File: src/common/mafp_pkg.sv
// Functional notes
// - Row address A10..A0 captured on strobe fall
// - Column address A18..A11 captured on strobe rise
// - Data bus released while output enable high
// - Write cycles take data and commands inbound
// - Reads drive array, status or identifier bytes
// - Written byte held internally after capture
// - Read drivers gated by output enable, strap and port reset
// - Write enable starts and qualifies writes
// - Ready/busy pin mirrors status bit seven
// - Strap low selects bus port, high parallel
// - Reserved pins become ready/busy and upper data
// - Reset pin blocks writes, returns to read-array
// - Initialize pin acts as output enable
// - Straps, protect pins, inputs form row address
package mafp_pkg;

  // ------------------------------------------------------------
  // Widths
  // ------------------------------------------------------------
  localparam int ROW_W = 11;
  localparam int COL_W = 8;
  localparam int ADDR_W = ROW_W + COL_W;
  localparam int DATA_W = 8;
  localparam int NIB_W = 4;

  // ------------------------------------------------------------
  // Timing
  // ------------------------------------------------------------
  localparam int CLK_PERIOD_NS = 8;
  // Internal program time; least time, so the count rounds up
  localparam int PROG_TIME_NS = 10000;
  localparam int PROG_CYC = (PROG_TIME_NS + CLK_PERIOD_NS - 1) / CLK_PERIOD_NS;
  localparam int BUSY_W = $clog2(PROG_CYC + 1);

  // ------------------------------------------------------------
  // Status layout, command codes, reset values
  // ------------------------------------------------------------
  localparam int READY_BIT = 7;
  localparam logic [7:0] CMD_READ_ARRAY = 8'hFF;
  localparam logic [7:0] CMD_READ_STATUS = 8'h70;
  localparam logic [7:0] CMD_READ_ID = 8'h90;
  localparam logic [7:0] CMD_PROGRAM = 8'h40;
  localparam logic STROBE_IDLE = 1'b1;
  localparam logic READY_RST = 1'b1;
  localparam logic [7:0] BYTE_RST = 8'h00;

  // ------------------------------------------------------------
  // Types
  // ------------------------------------------------------------
  // Nineteen-bit access address: column above row
  typedef struct packed {
    logic [COL_W-1:0] col;
    logic [ROW_W-1:0] row;
  } mafp_addr_t;

  // Parallel port control strobes, all active low except the select
  typedef struct packed {
    logic rc_sel;
    logic oe_n;
    logic we_n;
  } mafp_ctl_t;

  // What a read returns
  typedef enum logic [1:0] {
    ST_ARRAY,
    ST_STATUS,
    ST_IDENT,
    ST_PROG_SETUP
  } mafp_mode_t;

endpackage

File: src/rtl/mafp_addr_capture.sv
`timescale 1ns/1ns
// ------------------------------------------------------------
// Row/column address capture on both strobe edges
// ------------------------------------------------------------
module mafp_addr_capture (
  // Clock and reset
  input wire logic mclk,
  input wire logic rst_n,
  // Port qualifier and pins
  input wire logic en,
  input wire logic rc_sel,
  input wire logic [mafp_pkg::ROW_W-1:0] a_pins,
  // Captured address
  output mafp_pkg::mafp_addr_t addr,
  output logic row_stb,
  output logic col_stb
);

  // Last strobe level, idle high so no edge is seen at release
  logic rc_prev_r;

  always_ff @(posedge mclk or negedge rst_n) begin
    if (!rst_n) begin
      rc_prev_r <= mafp_pkg::STROBE_IDLE;
    end else begin
      rc_prev_r <= rc_sel;
    end
  end

  // Edges only count while the port is selected and out of reset
  assign row_stb = en && rc_prev_r && !rc_sel;
  assign col_stb = en && !rc_prev_r && rc_sel;

  // Row half on the falling edge, column half on the rising edge
  always_ff @(posedge mclk or negedge rst_n) begin
    if (!rst_n) begin
      addr <= '0;
    end else begin
      if (row_stb) begin
        addr.row <= a_pins;
      end
      if (col_stb) begin
        addr.col <= a_pins[mafp_pkg::COL_W-1:0];
      end
    end
  end
endmodule

File: src/rtl/mafp_byte_mem.sv
`timescale 1ns/1ns
// ------------------------------------------------------------
// Byte array with one write port and a registered read
// ------------------------------------------------------------
module mafp_byte_mem #(
  parameter int AW = 8,
  parameter int DW = 8
) (
  // Clock and reset
  input wire logic mclk,
  input wire logic rst_n,
  // Write port
  input wire logic wr_en,
  input wire logic [AW-1:0] wr_addr,
  input wire logic [DW-1:0] wr_data,
  // Read port
  input wire logic [AW-1:0] rd_addr,
  output logic [DW-1:0] rd_data
);

  // Elaboration check: an empty array or byte cannot be served
  if (AW < 1 || DW < 1) begin : g_bad_par
    $error("AW and DW must both be at least 1");
  end

  // Storage; no reset so it maps to RAM
  logic [DW-1:0] mem [0:(1<<AW)-1];

  // Write side
  always_ff @(posedge mclk) begin
    if (wr_en) begin
      mem[wr_addr] <= wr_data;
    end
  end

  // Read data leaves from a register
  always_ff @(posedge mclk or negedge rst_n) begin
    if (!rst_n) begin
      rd_data <= '0;
    end else begin
      rd_data <= mem[rd_addr];
    end
  end

endmodule

File: src/rtl/mafp_port.sv
`timescale 1ns/1ns
// ------------------------------------------------------------
// Multiplexed-address parallel programming port
// ------------------------------------------------------------
module mafp_port #(
  // Low address bits that reach the demo array
  parameter int MEM_AW = 8,
  // Identifier byte; value is arbitrary
  parameter logic [7:0] ID_CODE = 8'h5A
) (
  // Clock and reset
  input wire logic mclk,
  input wire logic rstn,
  // Interface strap and port reset pin
  input wire logic interface_select_strap,
  input wire logic port_rst_n,
  // Parallel strobes
  input wire logic init_oe_n,
  input wire logic we_n,
  input wire logic rc_sel,
  // Shared address pins
  input wire logic [3:0] device_select_straps,
  input wire logic top_sector_lock,
  input wire logic sector_write_protect,
  input wire logic [4:0] general_inputs,
  // Lower data nibble, shared with the bus port lines
  input wire logic [3:0] lad_in,
  output logic [3:0] lad_out,
  output logic lad_oe,
  // Reserved pins: upper data nibble and ready/busy
  input wire logic [3:0] reserved_pins_in,
  output logic [3:0] reserved_pins_out,
  output logic reserved_pins_oe,
  output logic ready_busy_out,
  output logic ready_busy_oe,
  // Hand-off to the bus port logic
  output logic low_pin_bus_port_sel
);

  // ------------------------------------------------------------
  // Elaboration checks
  // ------------------------------------------------------------
  if (MEM_AW < 1 || MEM_AW > mafp_pkg::ADDR_W) begin : g_bad_aw
    $error("MEM_AW must lie between 1 and the address width");
  end

  // ------------------------------------------------------------
  // Reset synchroniser
  // ------------------------------------------------------------
  logic rst_meta_r; // First stage, read only by the second
  logic rst_sync_n; // Released copy used everywhere

  always_ff @(posedge mclk or negedge rstn) begin
    if (!rstn) begin
      rst_meta_r <= 1'b0;
      rst_sync_n <= 1'b0;
    end else begin
      rst_meta_r <= 1'b1;
      rst_sync_n <= rst_meta_r;
    end
  end

  // ------------------------------------------------------------
  // Pin grouping
  // ------------------------------------------------------------
  mafp_pkg::mafp_ctl_t ctl; // Strobes as one bundle
  logic [mafp_pkg::ROW_W-1:0] a_pins; // Shared address lines
  logic [mafp_pkg::DATA_W-1:0] data_in; // Inbound byte

  assign ctl = '{rc_sel: rc_sel, oe_n: init_oe_n, we_n: we_n};
  // Straps low, protect pins next, general inputs on top
  assign a_pins = {general_inputs, sector_write_protect, top_sector_lock,
                   device_select_straps};
  assign data_in = {reserved_pins_in, lad_in};

  // ------------------------------------------------------------
  // Interface selection
  // ------------------------------------------------------------
  // The strap is registered; it is expected to sit still, so no
  // mid-access switch-over is handled beyond dropping the port
  logic par_r; // Parallel port selected
  logic active; // Selected and out of port reset

  always_ff @(posedge mclk or negedge rst_sync_n) begin
    if (!rst_sync_n) begin
      par_r <= 1'b0;
    end else begin
      par_r <= interface_select_strap;
    end
  end

  assign active = par_r && port_rst_n;
  assign low_pin_bus_port_sel = !par_r;

  // ------------------------------------------------------------
  // Address capture
  // ------------------------------------------------------------
  mafp_pkg::mafp_addr_t addr; // Current access address

  mafp_addr_capture u_cap (
    .mclk(mclk),
    .rst_n(rst_sync_n),
    .en(active),
    .rc_sel(ctl.rc_sel),
    .a_pins(a_pins),
    .addr(addr),
    .row_stb(),
    .col_stb()
  );

  // ------------------------------------------------------------
  // Write strobe and byte latch
  // ------------------------------------------------------------
  logic we_prev_r; // Write enable one cycle ago
  logic we_rise; // Accepted end of a write cycle
  logic [mafp_pkg::DATA_W-1:0] wr_byte_r; // Latched byte
  logic wr_pend_r; // Latched byte awaits decoding
  logic [mafp_pkg::BUSY_W-1:0] busy_cnt_r; // Program time left

  always_ff @(posedge mclk or negedge rst_sync_n) begin
    if (!rst_sync_n) begin
      we_prev_r <= mafp_pkg::STROBE_IDLE;
    end else begin
      we_prev_r <= ctl.we_n;
    end
  end

  // Writes end on the rising write enable; ignored while busy
  assign we_rise = active && !we_prev_r && ctl.we_n && (busy_cnt_r == '0);

  // Byte is held here so decoding never looks at the bus again
  always_ff @(posedge mclk or negedge rst_sync_n) begin
    if (!rst_sync_n) begin
      wr_byte_r <= mafp_pkg::BYTE_RST;
    end else if (we_rise) begin
      wr_byte_r <= data_in;
    end
  end

  // One-cycle request to the command decoder
  always_ff @(posedge mclk or negedge rst_sync_n) begin
    if (!rst_sync_n) begin
      wr_pend_r <= 1'b0;
    end else begin
      wr_pend_r <= we_rise;
    end
  end

  // ------------------------------------------------------------
  // Command decoder
  // ------------------------------------------------------------
  mafp_pkg::mafp_mode_t mode_r; // What reads return
  logic prog_go; // Program the latched byte now

  assign prog_go = port_rst_n && wr_pend_r && (mode_r == mafp_pkg::ST_PROG_SETUP);

  always_ff @(posedge mclk or negedge rst_sync_n) begin
    if (!rst_sync_n) begin
      mode_r <= mafp_pkg::ST_ARRAY;
    end else if (!port_rst_n) begin
      // Port reset returns to read-array
      mode_r <= mafp_pkg::ST_ARRAY;
    end else if (wr_pend_r) begin
      unique case (mode_r)
        // Second cycle of a program: byte goes to the array
        mafp_pkg::ST_PROG_SETUP: begin
          mode_r <= mafp_pkg::ST_STATUS;
        end
        // Any other mode: the byte is a command
        mafp_pkg::ST_ARRAY, mafp_pkg::ST_STATUS, mafp_pkg::ST_IDENT: begin
          unique case (wr_byte_r)
            mafp_pkg::CMD_READ_STATUS: begin
              mode_r <= mafp_pkg::ST_STATUS;
            end
            mafp_pkg::CMD_READ_ID: begin
              mode_r <= mafp_pkg::ST_IDENT;
            end
            mafp_pkg::CMD_PROGRAM: begin
              mode_r <= mafp_pkg::ST_PROG_SETUP;
            end
            // Unknown codes fall back to read-array, safest state
            default: begin
              mode_r <= mafp_pkg::ST_ARRAY;
            end
          endcase
        end
      endcase
    end
  end

  // ------------------------------------------------------------
  // Program timer
  // ------------------------------------------------------------
  // Port reset aborts an operation in flight
  always_ff @(posedge mclk or negedge rst_sync_n) begin
    if (!rst_sync_n) begin
      busy_cnt_r <= '0;
    end else if (!port_rst_n) begin
      busy_cnt_r <= '0;
    end else if (prog_go) begin
      busy_cnt_r <= mafp_pkg::BUSY_W'(mafp_pkg::PROG_CYC);
    end else if (busy_cnt_r != '0) begin
      busy_cnt_r <= busy_cnt_r - 1'b1;
    end
  end

  // ------------------------------------------------------------
  // Array
  // ------------------------------------------------------------
  logic [mafp_pkg::DATA_W-1:0] mem_rdata; // Array byte at addr

  mafp_byte_mem #(
    .AW(MEM_AW),
    .DW(mafp_pkg::DATA_W)
  ) u_mem (
    .mclk(mclk),
    .rst_n(rst_sync_n),
    .wr_en(prog_go),
    .wr_addr(addr[MEM_AW-1:0]),
    .wr_data(wr_byte_r),
    .rd_addr(addr[MEM_AW-1:0]),
    .rd_data(mem_rdata)
  );

  // ------------------------------------------------------------
  // Status and ready/busy
  // ------------------------------------------------------------
  logic ready; // No program in progress
  logic [mafp_pkg::DATA_W-1:0] status_byte; // Status register view
  logic rb_r; // Registered pin copy

  assign ready = (busy_cnt_r == '0);

  always_comb begin
    status_byte = '0;
    status_byte[mafp_pkg::READY_BIT] = ready;
  end

  always_ff @(posedge mclk or negedge rst_sync_n) begin
    if (!rst_sync_n) begin
      rb_r <= mafp_pkg::READY_RST;
    end else begin
      rb_r <= status_byte[mafp_pkg::READY_BIT];
    end
  end

  assign ready_busy_out = rb_r;
  // Reserved pin only turns into an output in parallel mode
  assign ready_busy_oe = par_r;

  // ------------------------------------------------------------
  // Read data path
  // ------------------------------------------------------------
  logic [mafp_pkg::DATA_W-1:0] io_out_r; // Byte presented on reads

  always_ff @(posedge mclk or negedge rst_sync_n) begin
    if (!rst_sync_n) begin
      io_out_r <= mafp_pkg::BYTE_RST;
    end else begin
      unique case (mode_r)
        mafp_pkg::ST_ARRAY: begin
          io_out_r <= mem_rdata;
        end
        mafp_pkg::ST_IDENT: begin
          io_out_r <= ID_CODE;
        end
        // Status is also shown while waiting for program data
        mafp_pkg::ST_STATUS, mafp_pkg::ST_PROG_SETUP: begin
          io_out_r <= status_byte;
        end
      endcase
    end
  end

  // Drivers follow output enable; released in bus-port mode and in port reset
  assign lad_oe = active && !ctl.oe_n;
  assign reserved_pins_oe = active && !ctl.oe_n;
  assign lad_out = io_out_r[3:0];
  assign reserved_pins_out = io_out_r[7:4];
endmodule

File: config.mk
export PLATFORM = sky130hd
export DESIGN_NAME = mafp_port
export DESIGN_NICKNAME = d
export VERILOG_FILES = /design/src/common/mafp_pkg.sv /design/src/rtl/mafp_addr_capture.sv /design/src/rtl/mafp_byte_mem.sv /design/src/rtl/mafp_port.sv
export SDC_FILE = /design/constraint.sdc
export NUM_CORES = 2
export LEC_CHECK = 0
export BUFFER_PORTS_ARGS = -buffer_cell sky130_fd_sc_hd__buf_4
export CORE_UTILIZATION = 50
export CTS_BUF_LIST = sky130_fd_sc_hd__clkbuf_8 sky130_fd_sc_hd__clkbuf_16
export CTS_CLUSTER_SIZE = 28
export DETAILED_ROUTE_END_ITERATION = 8
export PLACE_DENSITY = 0.7
export SYNTH_ARGS = -nofsm -noshare
export SYNTH_HDL_FRONTEND = slang
export SYNTH_SLANG_ARGS = --single-unit
File: constraint.sdc
create_clock -name mclk -period 1.55 [get_ports mclk]
set_clock_uncertainty 0.15 [all_clocks]
set_input_delay 0.31 -clock mclk [delete_from_list [all_inputs] [get_ports mclk]]
set_output_delay 0.31 -clock mclk [all_outputs]
set_load 0.01 [all_outputs]
==> impl_metrics.ini <==
[worst_setup_path]
critical-path-max-stage-delay_ns = 0.66
end_kind = register
critical_path_stages = 10
worst_setup_path_category = reg2reg
ff2ff_setup_slack_ns = -1.68
worst-endpoint-required_ns = 2.08
cp_top_family = compound AO/OA/AOI/OAI gates
critical_path.reg2reg.endpoint = u_mem.rd_data[0]$_DFF_PN0_
worst_ep_arrival_time_ns = 3.76
cp-start-kind = register
crit_path_cell_trace = buf_12, buf_12, buf_16, buf_16, buf_6, mux4_2, a22oi_2, a21oi_2, o41ai_4, nand4_1
crit_path_top_delay_cell = sky130_fd_sc_hd__o41ai_4
cp_max_fo = 6
crit-reg2reg-launch = u_cap.addr[0]$_DFFE_PN0P_
worst-path-buf-inv = 5
reg2regPathDepth = 10

[floorplanning]
num_io_pins = 39
floorplan.die.height_um = 403
floorplan.core_area_sq_um = 159000
row_count = 146
fp.dieArea_sq_um = 162000
initial_core_util = 0.505
die_x_um = 403

[power_and_ir_drop]
power_leakage_nw = 32.9
power_density_nw_per_um2 = 1410
p_total_w = 0.144
peakVddDrop_mv = 1.40

[detailed_routing]
via_density = 6.39
drt_first_pass_iters = 8
drt_drc_violations_left = 0
detail_route.wirelength_mm = 212
via_count = 42957
detail_route.wirelength.met1_mm = 78.1
top_signal_layer_used = met5
met2_wirelength_mm = 103
route.met3.wl_mm = 22.0
post_dr_wirelength_cell_um = 31.6
iter_0_drt_violations = 5969
ant_nets = 0

[layout]
mostFrequentLayoutCell = sky130_fd_sc_hd__edfxtp_1
post-route-cell-area_sq_um = 102000
post_route_cells_drive_above_1_share = 0.441
finish.utilization = 0.639
final_cells = 6720
antenna_cells = 0
syn2layout_area_growth_pct = 26.6
layout.nets = 4512
final_cell_mix = 2048 x sky130_fd_sc_hd__edfxtp_1, 512 x sky130_fd_sc_hd__mux4_2, 290 x sky130_fd_sc_hd__buf_6

[clock_network]
hold_buffers = 26
cts_inserted_buffers = 201
path_clk_slew_ns = 0.07
cts_sinks = 2100
clock_tree_from_tritoncts = done
clk_path_buf_depth = 3
cts_max_level = 4
cts-root-buf = sky130_fd_sc_hd__clkbuf_16
clkLatencyLatePin_ns = 0.85

[logic_synthesis]
synth_fa_ha_area_frac = 0.000156
syn-num-nets = 3699
yosys_cell_types = 42
synthesized_netlist_cell_count = 3672
synth_compound_area_frac = 0.0379
synth_area_leader_cell = sky130_fd_sc_hd__edfxtp_1
synthDominantCellAreaShare = 0.766
synthXorXnorAreaFrac = 0.000873
netlist_top_cells_area = sky130_fd_sc_hd__edfxtp_1 77%, sky130_fd_sc_hd__mux4_2 14%, sky130_fd_sc_hd__a22oi_1 2.4%, sky130_fd_sc_hd__dfrtp_1 1.5%, sky130_fd_sc_hd__nor2_1 1.3%
yosys_most_used_dff = sky130_fd_sc_hd__edfxtp_1
ys_warn_count = 0
combinational_family_with_the_most_area_after_synthesis = multiplexers
synth_async_sr_flop_share = 0.0248
post_synth_mux_area_share = 0.146
synth-edff-count = 2048
seq_area_frac_synth = 0.783
avgSynthCellArea_sq_um = 21.9
syn_area_sq_um = 80200
synth.ff_latch_count = 2100
synthSimpleGateAreaFrac = 0.0188

[timing]
maximum_achievable_frequency_mhz = 310
slew_viols_final = 0
report.final.hold_viol_count = 5
final.period_utilization = 2.08
grt_setup_unrepaired = yes
worst_setup_slack_final_ns = -1.68
post-route-min-period_ns = 3.23
timing.max_slew.rel_slack = 0.408
timing_worst_slew_pin_value_ns = 0.888
fin_hold_ws_ns = -0.203
setup_violations = 2272

[placed_design]
place_hpwl_mm = 123
post_dp_cell_area_sq_um = 89200
dp_slack_ns = -2.24
placed_cells = 6250
place.port_buffers = 35
gp_congestion = 0.861

[worst_hold_path]
timing.hold.worst.start = port_rst_n
hold_path.class = in2reg
worstHoldPathCells = 4
min_to = busy_cnt_r[1]$_DFFE_PN0P_

[grt]
grt-ovfl-total = 0
pin_count_of_the_biggest_net_entering_global_routing = 161
first_global_vias = 42949
antenna_found_initial = 8
grt.total_usage = 0.257
grt_pass1_wl_mm = 299

[job]
maxCapViolCount = 0

[outcome]
outcome = complete, but fails checks
violations = negative hold slack, negative setup slack
-- power by group --
| part | switching (W) | internal, W | total [W] |
|---|---|---|---|
| clock | 0.0206 | 0.0256 | 0.0462 |
| combinational | 0.0174 | 0.0124 | 0.0297 |
| sequential | 0.000649 | 0.0669 | 0.0676 |
-- what timing repair did --
action,4_1_cts,5_1_grt
gates resized for setup,529,616
hold endpoints to repair,41,5
setup buffers,53,10
endpoints found under the setup margin,2165,2327
gates cloned,17,8
pin swaps,113,160
-- cell families (layout without fill, tap and decap cells) --
kind of cell    after synthesis  count (layout)
simple gates                366             366
other cells                   1               1
mux                         528             528
compound gates              430             430
buf+inv                     238            1214
fa+ha+maj                     1               1
xor+xnor                      8               8
flops                      2100            2100
-- final cells by class --
class | instances | area, sq um
Multi-Input combinational cell | 1334 | 19300
Inverter | 7 | 26.3
Clock inverter | 151 | 885
Sequential cell | 2100 | 62800
Fill cell | 9895 | 57400
Timing Repair Buffer | 841 | 10600
Tap cell | 2072 | 2590
Clock buffer | 215 | 5300
-- flip-flops by register name, summed over array words and instances (netlist names) --
signal,flops
rst_sync_n,1
u_cap.addr,8
ready_busy_oe,1
rst_meta_r,1
wr_pend_r,1
busy_cnt_r,11
mode_r,2
ready_busy_out,1
u_mem.rd_data,8
u_cap.rc_prev_r,1
we_prev_r,1
wr_byte_r,8
io_out_r,8
u_mem.mem,2048
-- worst max path at each step --
stage                     slack (ns)                         end                 startpoint
after floorplan                -1.18       mode_r[1]$_DFFE_PN0P_   wr_byte_r[7]$_DFFE_PN0P_
after global routing           -1.65  u_mem.rd_data[1]$_DFF_PN0_  u_cap.addr[0]$_DFFE_PN0P_
final                          -1.68  u_mem.rd_data[0]$_DFF_PN0_  u_cap.addr[0]$_DFFE_PN0P_
after detailed placement       -2.24  u_mem.rd_data[7]$_DFF_PN0_  u_cap.addr[0]$_DFFE_PN0P_
after CTS                      -1.51  u_mem.rd_data[0]$_DFF_PN0_  u_cap.addr[0]$_DFFE_PN0P_
after global placement         -2.17  u_mem.rd_data[7]$_DFF_PN0_  u_cap.addr[0]$_DFFE_PN0P_
-- routing by layer --
metal,track usage,vias to the layer above
met4,0.103,8
met5,0,-
met2,0.408,2789
met3,0.0464,470
met1,0.358,22507
li1,-,17183
-- Yosys cell counts, types with 2 or more instances --
master                     instances
sky130_fd_sc_hd__dfstp_2           3
sky130_fd_sc_hd__a21oi_1         131
sky130_fd_sc_hd__xor2_1            7
sky130_fd_sc_hd__nor3_1            4
sky130_fd_sc_hd__nor2_1          275
sky130_fd_sc_hd__inv_1             7
sky130_fd_sc_hd__buf_4            22
sky130_fd_sc_hd__nor4_1            2
sky130_fd_sc_hd__nand2b_1          3
sky130_fd_sc_hd__o21ai_0           4
sky130_fd_sc_hd__nand3_1           6
sky130_fd_sc_hd__buf_6             9
sky130_fd_sc_hd__mux2_2           16
sky130_fd_sc_hd__nor3b_1           3
sky130_fd_sc_hd__nand4_1           9
sky130_fd_sc_hd__o41ai_1          17
sky130_fd_sc_hd__and2_1            5
sky130_fd_sc_hd__a22oi_1         256
sky130_fd_sc_hd__o22ai_1           2
sky130_fd_sc_hd__buf_2            33
sky130_fd_sc_hd__and3_1            2
sky130_fd_sc_hd__nand4b_1          3
sky130_fd_sc_hd__edfxtp_1       2048
sky130_fd_sc_hd__clkbuf_1        148
sky130_fd_sc_hd__mux4_2          512
sky130_fd_sc_hd__nand2_1          42
sky130_fd_sc_hd__buf_1            18
sky130_fd_sc_hd__o41ai_2          15
sky130_fd_sc_hd__o211ai_1          2
sky130_fd_sc_hd__dfrtp_1          49
sky130_fd_sc_hd__nor2b_1           8
-- worst register-to-register path, delay by kind of cell, from the launching register on --
kind                   cells  cell delay [ns]
muxes                      1             0.48
AOI/OAI and AO/OA          3             1.00
buffers and inverters      5             0.74
and+or+nand+nor            1             0.20
DFF                        1             0.49
-- through the flow --
stage / TNS [ns] / hold WS [ns]
after floorplan: -4146.67 / -0.136
after global placement: -1913.55 / -0.0576
after detailed placement: -1975.78 / -0.0571
after CTS: -2279.46 / -0.238
after global routing: -2365.22 / -0.171
final: -2318.71 / -0.203
Power figures use the tool's default switching activity.
